`src/shared/fcc_regs.svh`:
```
// register map, field positions, reset values and timing figures of the charger control block
`ifndef FCC_REGS_SVH
`define FCC_REGS_SVH

`define FCC_ADDR_IRQ_STATUS 8'h06
`define FCC_ADDR_CONTROL 8'h07
`define FCC_ADDR_INTERVAL 8'h08
`define FCC_ADDR_DURATION 8'h09
`define FCC_ADDR_PULSE_LEN 8'h0a

`define FCC_CTRL_RUN 0
`define FCC_CTRL_ARMED 1
`define FCC_CTRL_STROBE 2
`define FCC_CTRL_REFILL 3
`define FCC_IRQ_TIMEOUT 3
`define FCC_IRQ_ARMED 6

`define FCC_PERIOD_RST 3'h1
`define FCC_DUR_RST 8'h00
`define FCC_DUR_START 8'h01
`define FCC_DUR_LAST 8'hfe
`define FCC_DUR_MAX 8'hff
`define FCC_PERIOD_BASE 4'h2

`define FCC_CLK_KHZ 200000
`define FCC_CLK_NS 5
`define FCC_DUR_STEP_MS 20
`define FCC_HALF_SEC_MS 500
`define FCC_PULSE_STEP_NS 1000

`endif

```
`src/shared/fcc_pkg.sv`:
```
// types shared by the charger control block
package fcc_pkg;

  typedef struct packed {
    logic wr;
    logic rd;
    logic [7:0] addr;
    logic [7:0] wdata;
  } fcc_reg_req_t;

  typedef enum logic [1:0] {
    FCC_IDLE = 2'b01,
    FCC_CHARGE = 2'b10
  } fcc_state_t;

  typedef struct packed {
    logic gate_supply_on;
    logic lamp_strobe_supply_on;
  } fcc_supply_t;

endpackage : fcc_pkg

```
`src/fcc_charger_regs.sv`:
```
// charger control registers, refill timer, duration timer and test pulse
// Functional notes
// - status bits marked read-self-clear clear when the host reads their register
// - writing one to run bit 0 starts charging; bit resets to zero
// - writing zero to run bit stops charging; bit reads one while charging
// - armed bit 1 reads one after charge completes; a flash strobe clears it
// - strobe bit 2 written zero lets the gate drive follow the strobe pin
// - strobe bit written one fires one test pulse of the pulse-length register
// - reading strobe bit returns strobe pin level; valid only with a supply flag
// - gate supply set during and after charging; lamp supply set in lamp mode
// - refill enable bit 3 turns periodic recharge on or off; resets zero
// - period code 000 is 1.0 s, each step adds 0.5 s; resets to 001
// - first refill interval may be short due to a free-running timer
// - refill period runs from one recharge start to the next start
// - duration register resets 00h, holds last charge time, valid while armed
// - code 00h never started; code n spans (n-1)*20 ms to n*20 ms
// - code ffh means over 5080 ms and coincides with the timeout fault
// - reading interrupt status resets duration; host reads duration first
// - timeout fault sets status bit 3 at 06h and asserts active-low interrupt
// - charge completion sets armed flag bit 6 and signals an interrupt
// - test pulse length from register 0ah in 1 us steps; code 00h unused
`timescale 1ns/100ps
`include "fcc_regs.svh"

module fcc_charger_regs #(
  parameter int DUR_STEP_CYC = `FCC_DUR_STEP_MS * `FCC_CLK_KHZ,
  parameter int HALF_SEC_CYC = `FCC_HALF_SEC_MS * `FCC_CLK_KHZ
) (
  input wire logic sys_clk, // 200 MHz clock
  input wire logic rstn, // synchronous reset, active low
  input wire fcc_pkg::fcc_reg_req_t reg_req, // register access from the serial slave
  output logic [7:0] reg_rdata, // read data, one cycle after rd
  input wire logic strobe_pin, // external strobe input
  input wire logic end_of_charge, // analog end-of-charge detect
  input wire logic lamp_strobe_mode, // lamp strobe mode selected
  input wire logic [7:0] pulse_len_nvm, // stored test pulse length
  output logic charger_on, // enables the charger
  output logic gate_drive, // flash gate drive
  output fcc_pkg::fcc_supply_t supply, // supply flags
  output logic timeout_fault_flag, // sticky timeout flag
  output logic armed_irq_flag, // sticky charge-done flag
  output logic int_n_o, // interrupt pin output level
  output logic int_n_oe // interrupt pin pulls low while high
);
  import fcc_pkg::*;

  localparam int PULSE_STEP_CYC = `FCC_PULSE_STEP_NS / `FCC_CLK_NS;
  localparam int DW = $clog2(DUR_STEP_CYC + 1);
  localparam int HW = $clog2(HALF_SEC_CYC + 1);
  localparam int PW = $clog2(PULSE_STEP_CYC + 1);

  fcc_state_t state_q;
  logic armed_q, refill_en_q, test_q, gate_q, gate_supply_q;
  logic [2:0] period_q;
  logic [7:0] dur_q, pulse_rem_q;
  logic [DW-1:0] dur_cnt_q;
  logic [HW-1:0] half_cnt_q;
  logic [PW-1:0] pre_cnt_q;
  logic [3:0] refill_age_q;

  function automatic logic hit(input logic [7:0] a, input logic [7:0] want);
    hit = a == want;
  endfunction : hit

  logic wr_ctrl, rd_irq, charging, finish, timeout, dur_tick, half_tick, auto_start;
  logic start, stop, pulse_tick;
  logic [3:0] refill_target;

  assign wr_ctrl = reg_req.wr && hit(reg_req.addr, `FCC_ADDR_CONTROL);
  assign rd_irq = reg_req.rd && hit(reg_req.addr, `FCC_ADDR_IRQ_STATUS);
  assign charging = state_q == FCC_CHARGE;
  assign dur_tick = charging && dur_cnt_q == DW'(DUR_STEP_CYC - 1);
  assign half_tick = half_cnt_q == HW'(HALF_SEC_CYC - 1);
  assign finish = charging && end_of_charge;
  assign timeout = dur_tick && dur_q == `FCC_DUR_LAST && !end_of_charge;
  assign refill_target = {1'b0, period_q} + `FCC_PERIOD_BASE;
  assign auto_start = refill_en_q && !charging && refill_age_q >= refill_target;
  assign start = !charging && ((wr_ctrl && reg_req.wdata[`FCC_CTRL_RUN]) || auto_start);
  assign stop = charging && (finish || timeout || (wr_ctrl && !reg_req.wdata[`FCC_CTRL_RUN]));
  assign pulse_tick = pre_cnt_q == PW'(PULSE_STEP_CYC - 1);

  // charger run state; completion wins over a host stop in the same cycle
  always_ff @(posedge sys_clk) begin
    if (!rstn) begin
      state_q <= FCC_IDLE;
    end else if (stop) begin
      state_q <= FCC_IDLE;
    end else if (start) begin
      state_q <= FCC_CHARGE;
    end
  end

  assign charger_on = charging;

  // armed bit: set at completion, cleared by a rising gate drive edge or a charge start
  always_ff @(posedge sys_clk) begin
    if (!rstn) begin
      armed_q <= 1'b0;
    end else if (finish) begin
      armed_q <= 1'b1;
    end else if (gate_drive && !gate_q || start) begin
      armed_q <= 1'b0;
    end
  end

  // refill enable and period are plain host settings
  always_ff @(posedge sys_clk) begin
    if (!rstn) begin
      refill_en_q <= 1'b0;
      period_q <= `FCC_PERIOD_RST;
    end else begin
      if (wr_ctrl) begin
        refill_en_q <= reg_req.wdata[`FCC_CTRL_REFILL];
      end
      if (reg_req.wr && hit(reg_req.addr, `FCC_ADDR_INTERVAL)) begin
        period_q <= reg_req.wdata[2:0];
      end
    end
  end

  // free-running half-second timer; not restarted, so the first interval can be short
  always_ff @(posedge sys_clk) begin
    if (!rstn || half_tick) begin
      half_cnt_q <= '0;
    end else begin
      half_cnt_q <= half_cnt_q + HW'(1);
    end
  end

  // age since last recharge start, in half seconds; saturates at the target
  always_ff @(posedge sys_clk) begin
    if (!rstn || start) begin
      refill_age_q <= '0;
    end else if (half_tick && refill_age_q < refill_target) begin
      refill_age_q <= refill_age_q + 4'h1;
    end
  end

  // 20 ms prescaler, restarted with each charge so code 01h covers the first step
  always_ff @(posedge sys_clk) begin
    if (!rstn || start || dur_tick) begin
      dur_cnt_q <= '0;
    end else if (charging) begin
      dur_cnt_q <= dur_cnt_q + DW'(1);
    end
  end

  // duration code; frozen while idle, cleared by an interrupt status read
  always_ff @(posedge sys_clk) begin
    if (!rstn) begin
      dur_q <= `FCC_DUR_RST;
    end else if (start) begin
      dur_q <= `FCC_DUR_START;
    end else if (dur_tick && !finish && dur_q != `FCC_DUR_MAX) begin
      dur_q <= dur_q + 8'h01;
    end else if (rd_irq && !charging) begin
      dur_q <= `FCC_DUR_RST;
    end
  end

  // sticky flags; a set in the read cycle survives the self-clear
  always_ff @(posedge sys_clk) begin
    if (!rstn) begin
      timeout_fault_flag <= 1'b0;
      armed_irq_flag <= 1'b0;
    end else begin
      if (timeout) begin
        timeout_fault_flag <= 1'b1;
      end else if (rd_irq) begin
        timeout_fault_flag <= 1'b0;
      end
      if (finish) begin
        armed_irq_flag <= 1'b1;
      end else if (rd_irq) begin
        armed_irq_flag <= 1'b0;
      end
    end
  end

  assign int_n_o = 1'b0;
  assign int_n_oe = timeout_fault_flag || armed_irq_flag;

  // test pulse; code 00h gives no pulse, the host must not use it
  always_ff @(posedge sys_clk) begin
    if (!rstn) begin
      test_q <= 1'b0;
      pulse_rem_q <= 8'h00;
      pre_cnt_q <= '0;
    end else if (wr_ctrl) begin
      test_q <= reg_req.wdata[`FCC_CTRL_STROBE];
      pulse_rem_q <= reg_req.wdata[`FCC_CTRL_STROBE] ? pulse_len_nvm : 8'h00;
      pre_cnt_q <= '0;
    end else if (pulse_rem_q != 8'h00) begin
      pre_cnt_q <= pulse_tick ? '0 : pre_cnt_q + PW'(1);
      if (pulse_tick) begin
        pulse_rem_q <= pulse_rem_q - 8'h01;
      end
    end else begin
      test_q <= 1'b0; // after the pulse, control returns to the pin
    end
  end

  // gate drive registered so a strobe edge is seen one cycle later by the armed bit
  always_ff @(posedge sys_clk) begin
    if (!rstn) begin
      gate_q <= 1'b0;
      gate_drive <= 1'b0;
    end else begin
      gate_drive <= test_q ? pulse_rem_q != 8'h00 : strobe_pin;
      gate_q <= gate_drive;
    end
  end

  // gate supply stays up once a charge has begun
  always_ff @(posedge sys_clk) begin
    if (!rstn) begin
      gate_supply_q <= 1'b0;
    end else if (start) begin
      gate_supply_q <= 1'b1;
    end
  end

  assign supply.gate_supply_on = gate_supply_q;
  assign supply.lamp_strobe_supply_on = lamp_strobe_mode;

  // read mux; unmapped addresses read zero
  always_ff @(posedge sys_clk) begin
    if (!rstn) begin
      reg_rdata <= 8'h00;
    end else if (reg_req.rd) begin
      if (hit(reg_req.addr, `FCC_ADDR_IRQ_STATUS)) begin
        reg_rdata <= 8'h00;
        reg_rdata[`FCC_IRQ_TIMEOUT] <= timeout_fault_flag;
        reg_rdata[`FCC_IRQ_ARMED] <= armed_irq_flag;
      end else if (hit(reg_req.addr, `FCC_ADDR_CONTROL)) begin
        reg_rdata <= {4'h0, refill_en_q, strobe_pin, armed_q, charging};
      end else if (hit(reg_req.addr, `FCC_ADDR_INTERVAL)) begin
        reg_rdata <= {5'h00, period_q};
      end else if (hit(reg_req.addr, `FCC_ADDR_DURATION)) begin
        reg_rdata <= dur_q;
      end else if (hit(reg_req.addr, `FCC_ADDR_PULSE_LEN)) begin
        reg_rdata <= pulse_len_nvm;
      end else begin
        reg_rdata <= 8'h00;
      end
    end
  end
endmodule : fcc_charger_regs

```
`config.mk`:
```
export PLATFORM = sky130hd
export DESIGN_NAME = fcc_charger_regs
export DESIGN_NICKNAME = d
export VERILOG_FILES = /design/src/shared/fcc_pkg.sv /design/src/fcc_charger_regs.sv
export VERILOG_INCLUDE_DIRS = /design/src /design/src/shared
export SDC_FILE = /design/constraint.sdc
export NUM_CORES = 1
export LEC_CHECK = 0
export ABC_AREA = 0
export CAP_MARGIN = 20
export CORE_MARGIN = 2
export CORE_UTILIZATION = 30
export CTS_BUF_LIST = sky130_fd_sc_hd__clkbuf_16
export DETAILED_ROUTE_END_ITERATION = 7
export DONT_BUFFER_PORTS = 1
export HOLD_SLACK_MARGIN = 0.15
export PLACE_DENSITY_LB_ADDON = 0.3
export SYNTH_ARGS = -nofsm -noshare
export SYNTH_HDL_FRONTEND = slang
export SYNTH_SLANG_ARGS = --single-unit
```
`constraint.sdc`:
```
create_clock -name sys_clk -period 3.4 [get_ports sys_clk]
set_clock_uncertainty 0.1 [all_clocks]
set_input_delay 0.17 -clock sys_clk [delete_from_list [all_inputs] [get_ports sys_clk]]
set_output_delay 0.17 -clock sys_clk [all_outputs]
set_load 0.1 [all_outputs]
```
Yosys cells after proc, flatten, opt, wreduce, memory -nomap -nowiden

Cells that the tools add are included.

Register bits after elaboration: 98
Bits of input ports: 31
Logic and storage cells: 105
Output and inout port bits: 16

Eq/ne operators: 12
Reductions and logical operators: 44
$add $sub $neg: 7
Order comparisons: 2
Bitwise operators: 1
Mux-type cells: 21

Operators with widths:

| cell                                                 | number |
|---|---|
| two-way mux 8 bit                                    | 12 |
| adder 27 x 1 -> 27 bit (second input constant)       | 1 |
| equality test 27 bit (second input constant)         | 1 |
| equality test 8 x 4 -> 1 bit (second input constant) | 3 |
| adder 22 x 1 -> 22 bit (second input constant)       | 1 |
| equality test 22 bit (second input constant)         | 1 |
| logical AND 1 bit                                    | 18 |
| adder 8 x 1 -> 8 bit (second input constant)         | 2 |
| equality test 8 x 3 -> 1 bit (second input constant) | 2 |
| equality test 8 bit (second input constant)          | 2 |
| nonzero test 2 bit                                   | 6 |
| two-way mux 1 bit                                    | 9 |
| logical OR 1 bit                                     | 8 |
| != test 8 bit (second input constant)                | 1 |
| nonzero test 8 bit                                   | 1 |
| subtractor 8 x 1 -> 8 bit (second input constant)    | 1 |
| zero test 1 bit                                      | 6 |
| OR reduction 2 bit                                   | 3 |
| adder 3 x 2 -> 4 bit (second input constant)         | 1 |
| adder 4 x 1 -> 4 bit (second input constant)         | 1 |
| greater-or-equal comparator 4 bit                    | 1 |
| < comparator 4 bit                                   | 1 |
| nonzero test 3 bit                                   | 1 |
| equality test 2 bit (second input constant)          | 1 |
| 3 further kinds                                      | 3 |

Longest topological paths before layout

Gate-level depths: netlist (run 1).

Word-level depth: 9
Gate-level depth with buffers: 9
Mapped depth without buffers: 8

Worst setup path before layout (run 1)

Ideal clock, no wire load.

Path type: flip-flop to flip-flop
From: register dur_cnt_q[8]
To: register dur_q[7]
Data arrival time: 2.572 ns
Data required time: 3.233 ns
Stages on the path, launching flop included: 8
Path buffers: 2
Library setup time: 0.067 ns
Setup slack: 0.660 ns
Clock period less this slack: 2.740 ns
Cell sequence: dfxtp_1 or4b_1 or4_1 buf_2 or3_1 buf_2 or4_4 a21oi_2

Longest elaborated chain between the ends: 5
Elaborated cells on any way between the ends: 6
Those cells by class: 1 x eq/ne; 1 x mux; 4 x reduce/logical

Ends and longest elaborated chain:

| item                                                    | RTL line                | text |
|---|---|---|
| from (decl)                                             | fcc_charger_regs.sv:56  | `logic [DW-1:0] dur_cnt_q;` |
| from (signal assigned)                                  | fcc_charger_regs.sv:144 | `dur_cnt_q <= dur_cnt_q + DW'(1);` |
| equality test 22 bit *                                  | fcc_charger_regs.sv:72  | `assign dur_tick = charging && dur_cnt_q == DW'(DUR_STEP_CYC - 1);` |
| logical AND 1 bit *                                     | fcc_charger_regs.sv:72  |  |
| logical AND 1 bit *                                     | fcc_charger_regs.sv:154 | `` end else if (dur_tick && !finish && dur_q != `FCC_DUR_MAX) begin `` |
| logical AND 1 bit (no source line) *                    | n/a                     |  |
| two-way mux 8 bit or nonzero test 2 bit (tied branches) | n/a                     |  |
| to (signal assigned)                                    | fcc_charger_regs.sv:153 | `` dur_q <= `FCC_DUR_START; `` |
| to (signal assigned)                                    | fcc_charger_regs.sv:155 | `dur_q <= dur_q + 8'h01;` |
| to (signal assigned)                                    | fcc_charger_regs.sv:157 | `` dur_q <= `FCC_DUR_RST; `` |
| to (decl)                                               | fcc_charger_regs.sv:55  | `logic [7:0] dur_q, pulse_rem_q;` |

Every way passes the cells marked *; elsewhere a longest branch is shown, timed or not.
A chain may end at the register's enable or synchronous reset.

Worst setup path after layout (run 1)

Same ends and word-level chain as after synthesis.

==> results of run 1 <==
-- power by group through the flow --
stage                     registers (uW)  clock network [uW]  logic [uW]
final                               1160                1000        86.4
after global routing                1160                1080        93.8
after CTS                           1160                1030        85.3
after detailed placement            1180                   0        56.8
after global placement              1180                   0        56.5
after floorplan                     1190                   0        45.3
-- layout make-up --
cell class / instances / share of cell area, %
Multi-Input combinational cell: 432 / 47.0
Sequential cell: 98 / 34.7
Timing Repair Buffer: 45 / 7.13
Tap cell: 216 / 4.78
Clock buffer: 9 / 3.98
Inverter: 19 / 1.26
Clock inverter: 7 / 1.11
Antenna cell: 1 / 0.0443
-- Yosys cell counts (4+ instances only) --
cell type  instances
nand2_1           51
o21ai_0           11
and4_1             4
nand3_1           38
inv_1             19
a21oi_1           19
ha_1              12
or3_1              5
a22oi_1            5
mux2i_1            5
dfxtp_1           98
nand2b_1           5
or2_2              5
and3_1            19
a221oi_1           4
nand4_1           23
nor2_1            65
nor3_1            36
xnor2_1           22
xor2_1            40
clkbuf_1          16
nor4_1             9
-- worst max-delay path: stages, from the launching register on --
cell     delay, ns
dfxtp_1       0.35
or4b_1        0.53
or4_1         0.54
or3_1         0.51
or4_4         0.52
a21oi_2       0.14
-- logic make-up (layout without fill, tap and decap cells) --
family                     count (synthesis)  in the layout  share of synthesized area (%)
and+or+nand+nor                          285            285                           30.5
DFF                                       98             98                           41.1
AOI/OAI and AO/OA                         67             67                           9.37
xor gates and xnor gates                  62             62                           11.4
buffers and inverters                     40             80                           3.43
adders and majority gates                 12             12                           3.14
muxes                                      5              5                           1.05
other                                      1              2                         0.0785
-- metal layers --
layer | track usage [%] | part of all wire, % | up-vias
li1 | - | - | 2087
met1 | 19.4 | 46 | 2011
met2 | 24.4 | 48 | 72
met3 | 4.43 | 5.0 | 11
met4 | 4.74 | 1.2 | 0
met5 | 0 | 0 | -
-- stage by stage --
step                cells  power, uW  area (um2)
floorplan             570       1240        4780
global placement      784       1240        5100
detailed placement    784       1240        5100
CTS                   826       2270        5650
global route          827       2330        5650
finish                827       2250        5650
-- flip-flops by register name (all words and copies together), names as in the netlist --
register and flops:
timeout_fault_flag 1, test_q 1, pre_cnt_q 8, gate_drive 1
half_cnt_q 27, armed_irq_flag 1, period_q 3, reg_rdata 8
refill_en_q 1, gate_q 1, armed_q 1, refill_age_q 4
dur_q 8, gate_supply_q 1, dur_cnt_q 22, pulse_rem_q 8
state_q 2
-- timing repair --
action,4_1_cts,5_1_grt
gates resized for setup,0,1
endpoints found under the hold margin,45,1
hold buffers,26,1
endpoints found under the setup margin,0,1
-- worst max path at each step --
| stage | startpoint | end | slack [ns] | cells after the start |
|---|---|---|---|---|
| after floorplan | dur_cnt_q[8]$_SDFFE_PP0P_ | dur_q[7]$_SDFFE_PP0P_ | 0.66 | 7 |
| after global placement | dur_cnt_q[8]$_SDFFE_PP0P_ | dur_q[7]$_SDFFE_PP0P_ | 0.64 | 5 |
| after detailed placement | dur_cnt_q[8]$_SDFFE_PP0P_ | dur_q[7]$_SDFFE_PP0P_ | 0.63 | 5 |
| after CTS | dur_cnt_q[8]$_SDFFE_PP0P_ | state_q[0]$_SDFFE_PP1P_ | 0.06 | 8 |
| after global routing | dur_cnt_q[8]$_SDFFE_PP0P_ | state_q[0]$_SDFFE_PP1P_ | 0.48 | 7 |
| final | dur_cnt_q[8]$_SDFFE_PP0P_ | dur_q[7]$_SDFFE_PP0P_ | 0.64 | 5 |
==> impl_results.md, run 1 <==
* #FFs+latches synth at 98
* CTS tree: yes
* Fmax at 0.362 GHz
* MaxCap Viol Count at 0
* Reg area at 1960 um2
* Synth Cell Area at 4780 um2
* Post-DP HPWL at 8610 um
* Worst r2r src: dur_cnt_q[8]$_SDFFE_PP0P_
* Max clock buf depth at 2
* Worst path arrival time at 2.94 ns
* Commonest non-fill, non-tap cell in the layout: dfxtp_1
* First-pass GRT wire length at 20,100 um
* Maximum fanout along the worst path at 7
* Final Hold Violating Endpoints at 0
* Worst Tran Pin Value at 1.03 ns
* Worst setup SP type: flop
* RSZ-0062 raised after global routing: false
* Synth cell types at 55
* Syn_area_per_cell at 8.38 um2
* FF-to-FF End: dur_q[7]$_SDFFE_PP0P_
* HP Class: in2reg
* IO Count at 47
* DIE HEIGHT at 130 um
* Warnings from Yosys at 0
* Peak VDD IR at 417 uV
* Highest-count cells in the layout ignoring fill and taps: 98 x dfxtp_1, 65 x nor2_1, 51 x nand2_1
* Share of Yosys cell area claimed by the top area cell type at 41.1%
* Total GRT Usage at 15.1%
* Fin worst setup slack at 0.639 ns
* Slew HR at 31.5%
* CTS buffer count at 9
* Largest net degree at the start of global routing at 27
* DRC at 0
* Sequential group share of total power at 51.6%
* Gr ovfl total at 0
* EDFF count, synth at 0
* Hold path depth at 2
* Syn Nets at 613
* Core ar. at 15,700 um2
* Clk root buf: clkbuf_16
* Worst EP required at 3.58 ns
* Status: finished, final reports clean
* Ys async rst share at 0%
* Sw frac at 22.4%
* # rows at 46
* Leakage at 0.00201 uW
* Worst hold margin at 0.152 ns
* DIE AREA at 17,000 um2
* Synthesis-to-finish area growth at 18.3%
* DR WL/cell at 14.6 um
* Initial DRC count at 277
* Hold Crit Endpoint: half_cnt_q[6]$_SDFF_PP0_
* Fin crit period at 2.76 ns
* Share of layout cells above drive strength 1 at 7.05%
* Reg2Reg Depth at 5
* Initial Util at 30.4%
* Seq/Total Area, Yosys at 41.1%
* Most area-hungry cell type in the Yosys netlist: dfxtp_1
* CP Capture Type: flop
* Setup WS pre-CTS at 0.633 ns
* Setup Total Neg Slack at 0 ns
* Combinational share of power at 3.8%
* Multi-input gate area at 2660 um2
* Final setup violation count at 0
* Via count at 4,181
* Int Power at 1740 uW
* Max-slew violation count at 0
* Critical path class: reg2reg
* Post-CTS Setup Bufs at 0
* FILL cells at 1,586
* H-Tree Depth at 3
* Worst skew pair latency at 0.35 ns
* Net count, final at 648
* Clk sinks at 98
* GPL Wtd Cong at 0.784
* Hold Crit Start: rstn
* Final Cycle Share at 81.2%
* Router iterations before antenna repair at 5
* Pwr/cell area at 397 nW/um2
* Vias in the first global route at 3,990
* Port Buffers at 0
* Switching power at 502 uW
* Final ANT Viol Nets at 0
* Die width at 130 um
* Clock power frac at 44.6%
* Reg2reg setup slack at 0.64 ns
* Initial antenna violation count at 1
* Clock transition at path regs at 0.07 ns
* Synth area leaders: dfxtp_1 41%, xor2_1 7.3%, nor2_1 5.1%
* Post-Syn Instances at 570
* Fin util at 36.0%
* Most used flip-flop cell after synthesis: dfxtp_1
* Routed WL at 12,100 um
* Via-to-Cell Ratio at 5.06
Power figures use the tool's default switching activity.
==> run 2: changes to the inputs <==
Clock period 3.4 ns to 2.9 ns, I/O delays scaled along.
==> run 2 against run 1 <==
  * Global-route usage up 0.16 points
  * Combinational power grew 20%
  * Critical path depth increased by 2
  * Cell area grew 0.46%
  * Sequential power is 17% higher
  * Die area is the same
  * Critical endpoint is now state_q[1]$_SDFFE_PP0P_
  * Largest cell class unchanged
==> impl_results.md, run 2 (synthesized netlist as in run 1, its figures left out) <==
* Maximum fanout along the worst path at 7 (unchanged)
* Pwr/cell area at 446 nW/um2 (+12%)
* Via count at 4,238 (+1.4%)
* Initial Util at 30.4% (unchanged)
* DRC at 0 (unchanged)
* IO Count at 47 (unchanged)
* Worst setup SP type: flop
* Post-CTS Setup Bufs at 0 (unchanged)
* Clk sinks at 98 (unchanged)
* DIE HEIGHT at 130 um (unchanged)
* Synthesis-to-finish area growth at 18.9%
* CP Launch Point: dur_cnt_q[8]$_SDFFE_PP0P_
* Die width at 130 um (unchanged)
* Commonest non-fill, non-tap cell in the layout: dfxtp_1
* Final Hold Violating Endpoints at 0 (unchanged)
* Worst path arrival time at 2.94 ns (about the same)
* Max-slew violation count at 0 (unchanged)
* Critical Path, Cell by Cell: or4b_1 > or4_1 > buf_4 > nor3_2 > o31ai_1 > dlygate4sd3_1 > o211a_1
* # rows at 46 (unchanged)
* Via-to-Cell Ratio at 5.08 (+0.39%)
* Worst Tran Pin Value at 0.709 ns (-0.317 ns)
* Reg2Reg Depth at 7 (+2)
* GPL Wtd Cong at 0.838 (+7.0%)
* CP max-delay cell: dlygate4sd3_1
* Fin util at 36.2% (+0.17 points)
* Port Buffers at 0 (unchanged)
* Post-DP HPWL at 8640 um (+0.29%)
* DIE AREA at 17,000 um2 (unchanged)
* Max clock buf depth at 2 (unchanged)
* Critical path class: reg2reg
* RSZ-0062 raised after global routing: false
* Largest net degree at the start of global routing at 27 (unchanged)
* HP Class: in2reg
* H-Tree Depth at 3 (unchanged)
* Final setup violation count at 0 (unchanged)
* Highest-count cells in the layout ignoring fill and taps: 97 x dfxtp_1, 65 x nor2_1, 51 x nand2_1
* Initial DRC count at 297 (+7.2%)
* Worst r2r src: dur_cnt_q[8]$_SDFFE_PP0P_
* Clk root buf: clkbuf_16
* FF-to-FF End: state_q[1]$_SDFFE_PP0P_
* Crit path capture: state_q[1]$_SDFFE_PP0P_
* Initial antenna violation count at 1 (unchanged)
* Max incr delay on CP at 0.60 ns (+0.06 ns)
* Peak VDD IR at 266 uV (-36%)
* CTS buffer count at 9 (unchanged)
* Fin crit period at 2.79 ns (+0.0317 ns)
* Routed WL at 12,200 um (+0.86%)
* Core ar. at 15,700 um2 (unchanged)
* Vias in the first global route at 4,164 (+4.4%)
* Gr ovfl total at 0 (unchanged)
* Worst EP required at 3.05 ns (-0.53 ns)
* Top cell family by delay on the critical path: simple AND/OR/NAND/NOR gates
* Setup Total Neg Slack at 0 ns (unchanged)
* Final ANT Viol Nets at 0 (unchanged)
* First-pass GRT wire length at 20,400 um (+1.6%)
* Leakage at 0.00205 uW (+2.0%)
* Clock transition at path regs at 0.06 ns (about the same)
* Share of layout cells above drive strength 1 at 8.74% (+1.7 points)
* Slew HR at 52.0% (+21 points)
* Final Cycle Share at 96.3% (+15 points)
* Net count, final at 657 (+1.4%)
* Total GRT Usage at 15.2% (+0.16 points)
* Status: finished, final reports clean
* MaxCap Viol Count at 0 (unchanged)
* Fmax at 0.358 GHz (-1.1%)
* Reg2reg setup slack at 0.11 ns (-0.53 ns)
* Max reg flops at 27 (unchanged)
* Top flop regs: half_cnt_q (27), dur_cnt_q (22)
* Worst skew pair latency at 0.35 ns (about the same)
* DR WL/cell at 14.6 um (-0.11%)
* Critical path depth at 7 (+2)
* Router iterations before antenna repair at 5 (unchanged)
* CP Capture Type: flop
* Biggest register: half_cnt_q
* Buffers and inverters on the worst path at 2 (+2)
* CTS tree: yes
-- run 2: worst register-to-register path, stage by stage, from the launching register on --
cell and delay [ns]:
dfxtp_2 0.34, or4b_1 0.53, or4_1 0.54, buf_4 0.18
nor3_2 0.20, o31ai_1 0.08, dlygate4sd3_1 0.60, o211a_1 0.13
-- run 2: where the power goes --
part           internal, uW  switching (uW)
Clock                   563             509
Combinational          34.4            69.5
Sequential             1350            4.90
Total                  1950             583
-- run 2: layout make-up --
class,instances,area (um2)
timing repair buffer,54,463
inverter,19,71.3
sequential,98,1960
fill,1616,10000
antenna,1,2.50
multi-input combinational,432,2660
tap,216,270
clock inverter,6,27.5
clock buffer,9,225
-- run 2: per-stage QoR --
stage	area (um2)	instances	hold slack (ns)	setup WS, ns	total power, uW
floorplan	4780	570	0.147	0.160	1450
global placement	5190	796	0.116	0.268	1460
detailed placement	5190	796	0.125	0.274	1460
CTS	5670	834	0.165	0.0370	2560
global route	5680	835	0.190	0.000401	2630
finish	5680	835	0.177	0.107	2530
-- run 2: worst min path at each step --
stage | start | slack (ns) | endpoint | depth (start not counted)
after floorplan | reg_req[16] | 0.15 | reg_rdata[3]$_SDFFE_PN0P_ | 1
after global placement | rstn | 0.12 | period_q[0]$_SDFFE_PN1P_ | 1
after detailed placement | rstn | 0.13 | period_q[0]$_SDFFE_PN1P_ | 1
after CTS | reg_req[9] | 0.17 | refill_en_q$_SDFFE_PN0N_ | 5
after global routing | lamp_strobe_mode | 0.19 | supply[0] | 0
final | reg_req[9] | 0.18 | refill_en_q$_SDFFE_PN0N_ | 5
-- run 2: routing by layer --
metal / part of all wire, % / track usage (%)
met1: 47 / 19.9
met2: 46 / 24.6
met3: 5.5 / 3.85
met4: 1.4 / 4.93
met5: 0 / 0
-- run 2: repair_timing --
item,4_1_cts,5_1_grt
gates resized for setup,0,2
endpoints found under the hold margin,70,0
hold buffers,23,0
setup endpoints to repair,0,2
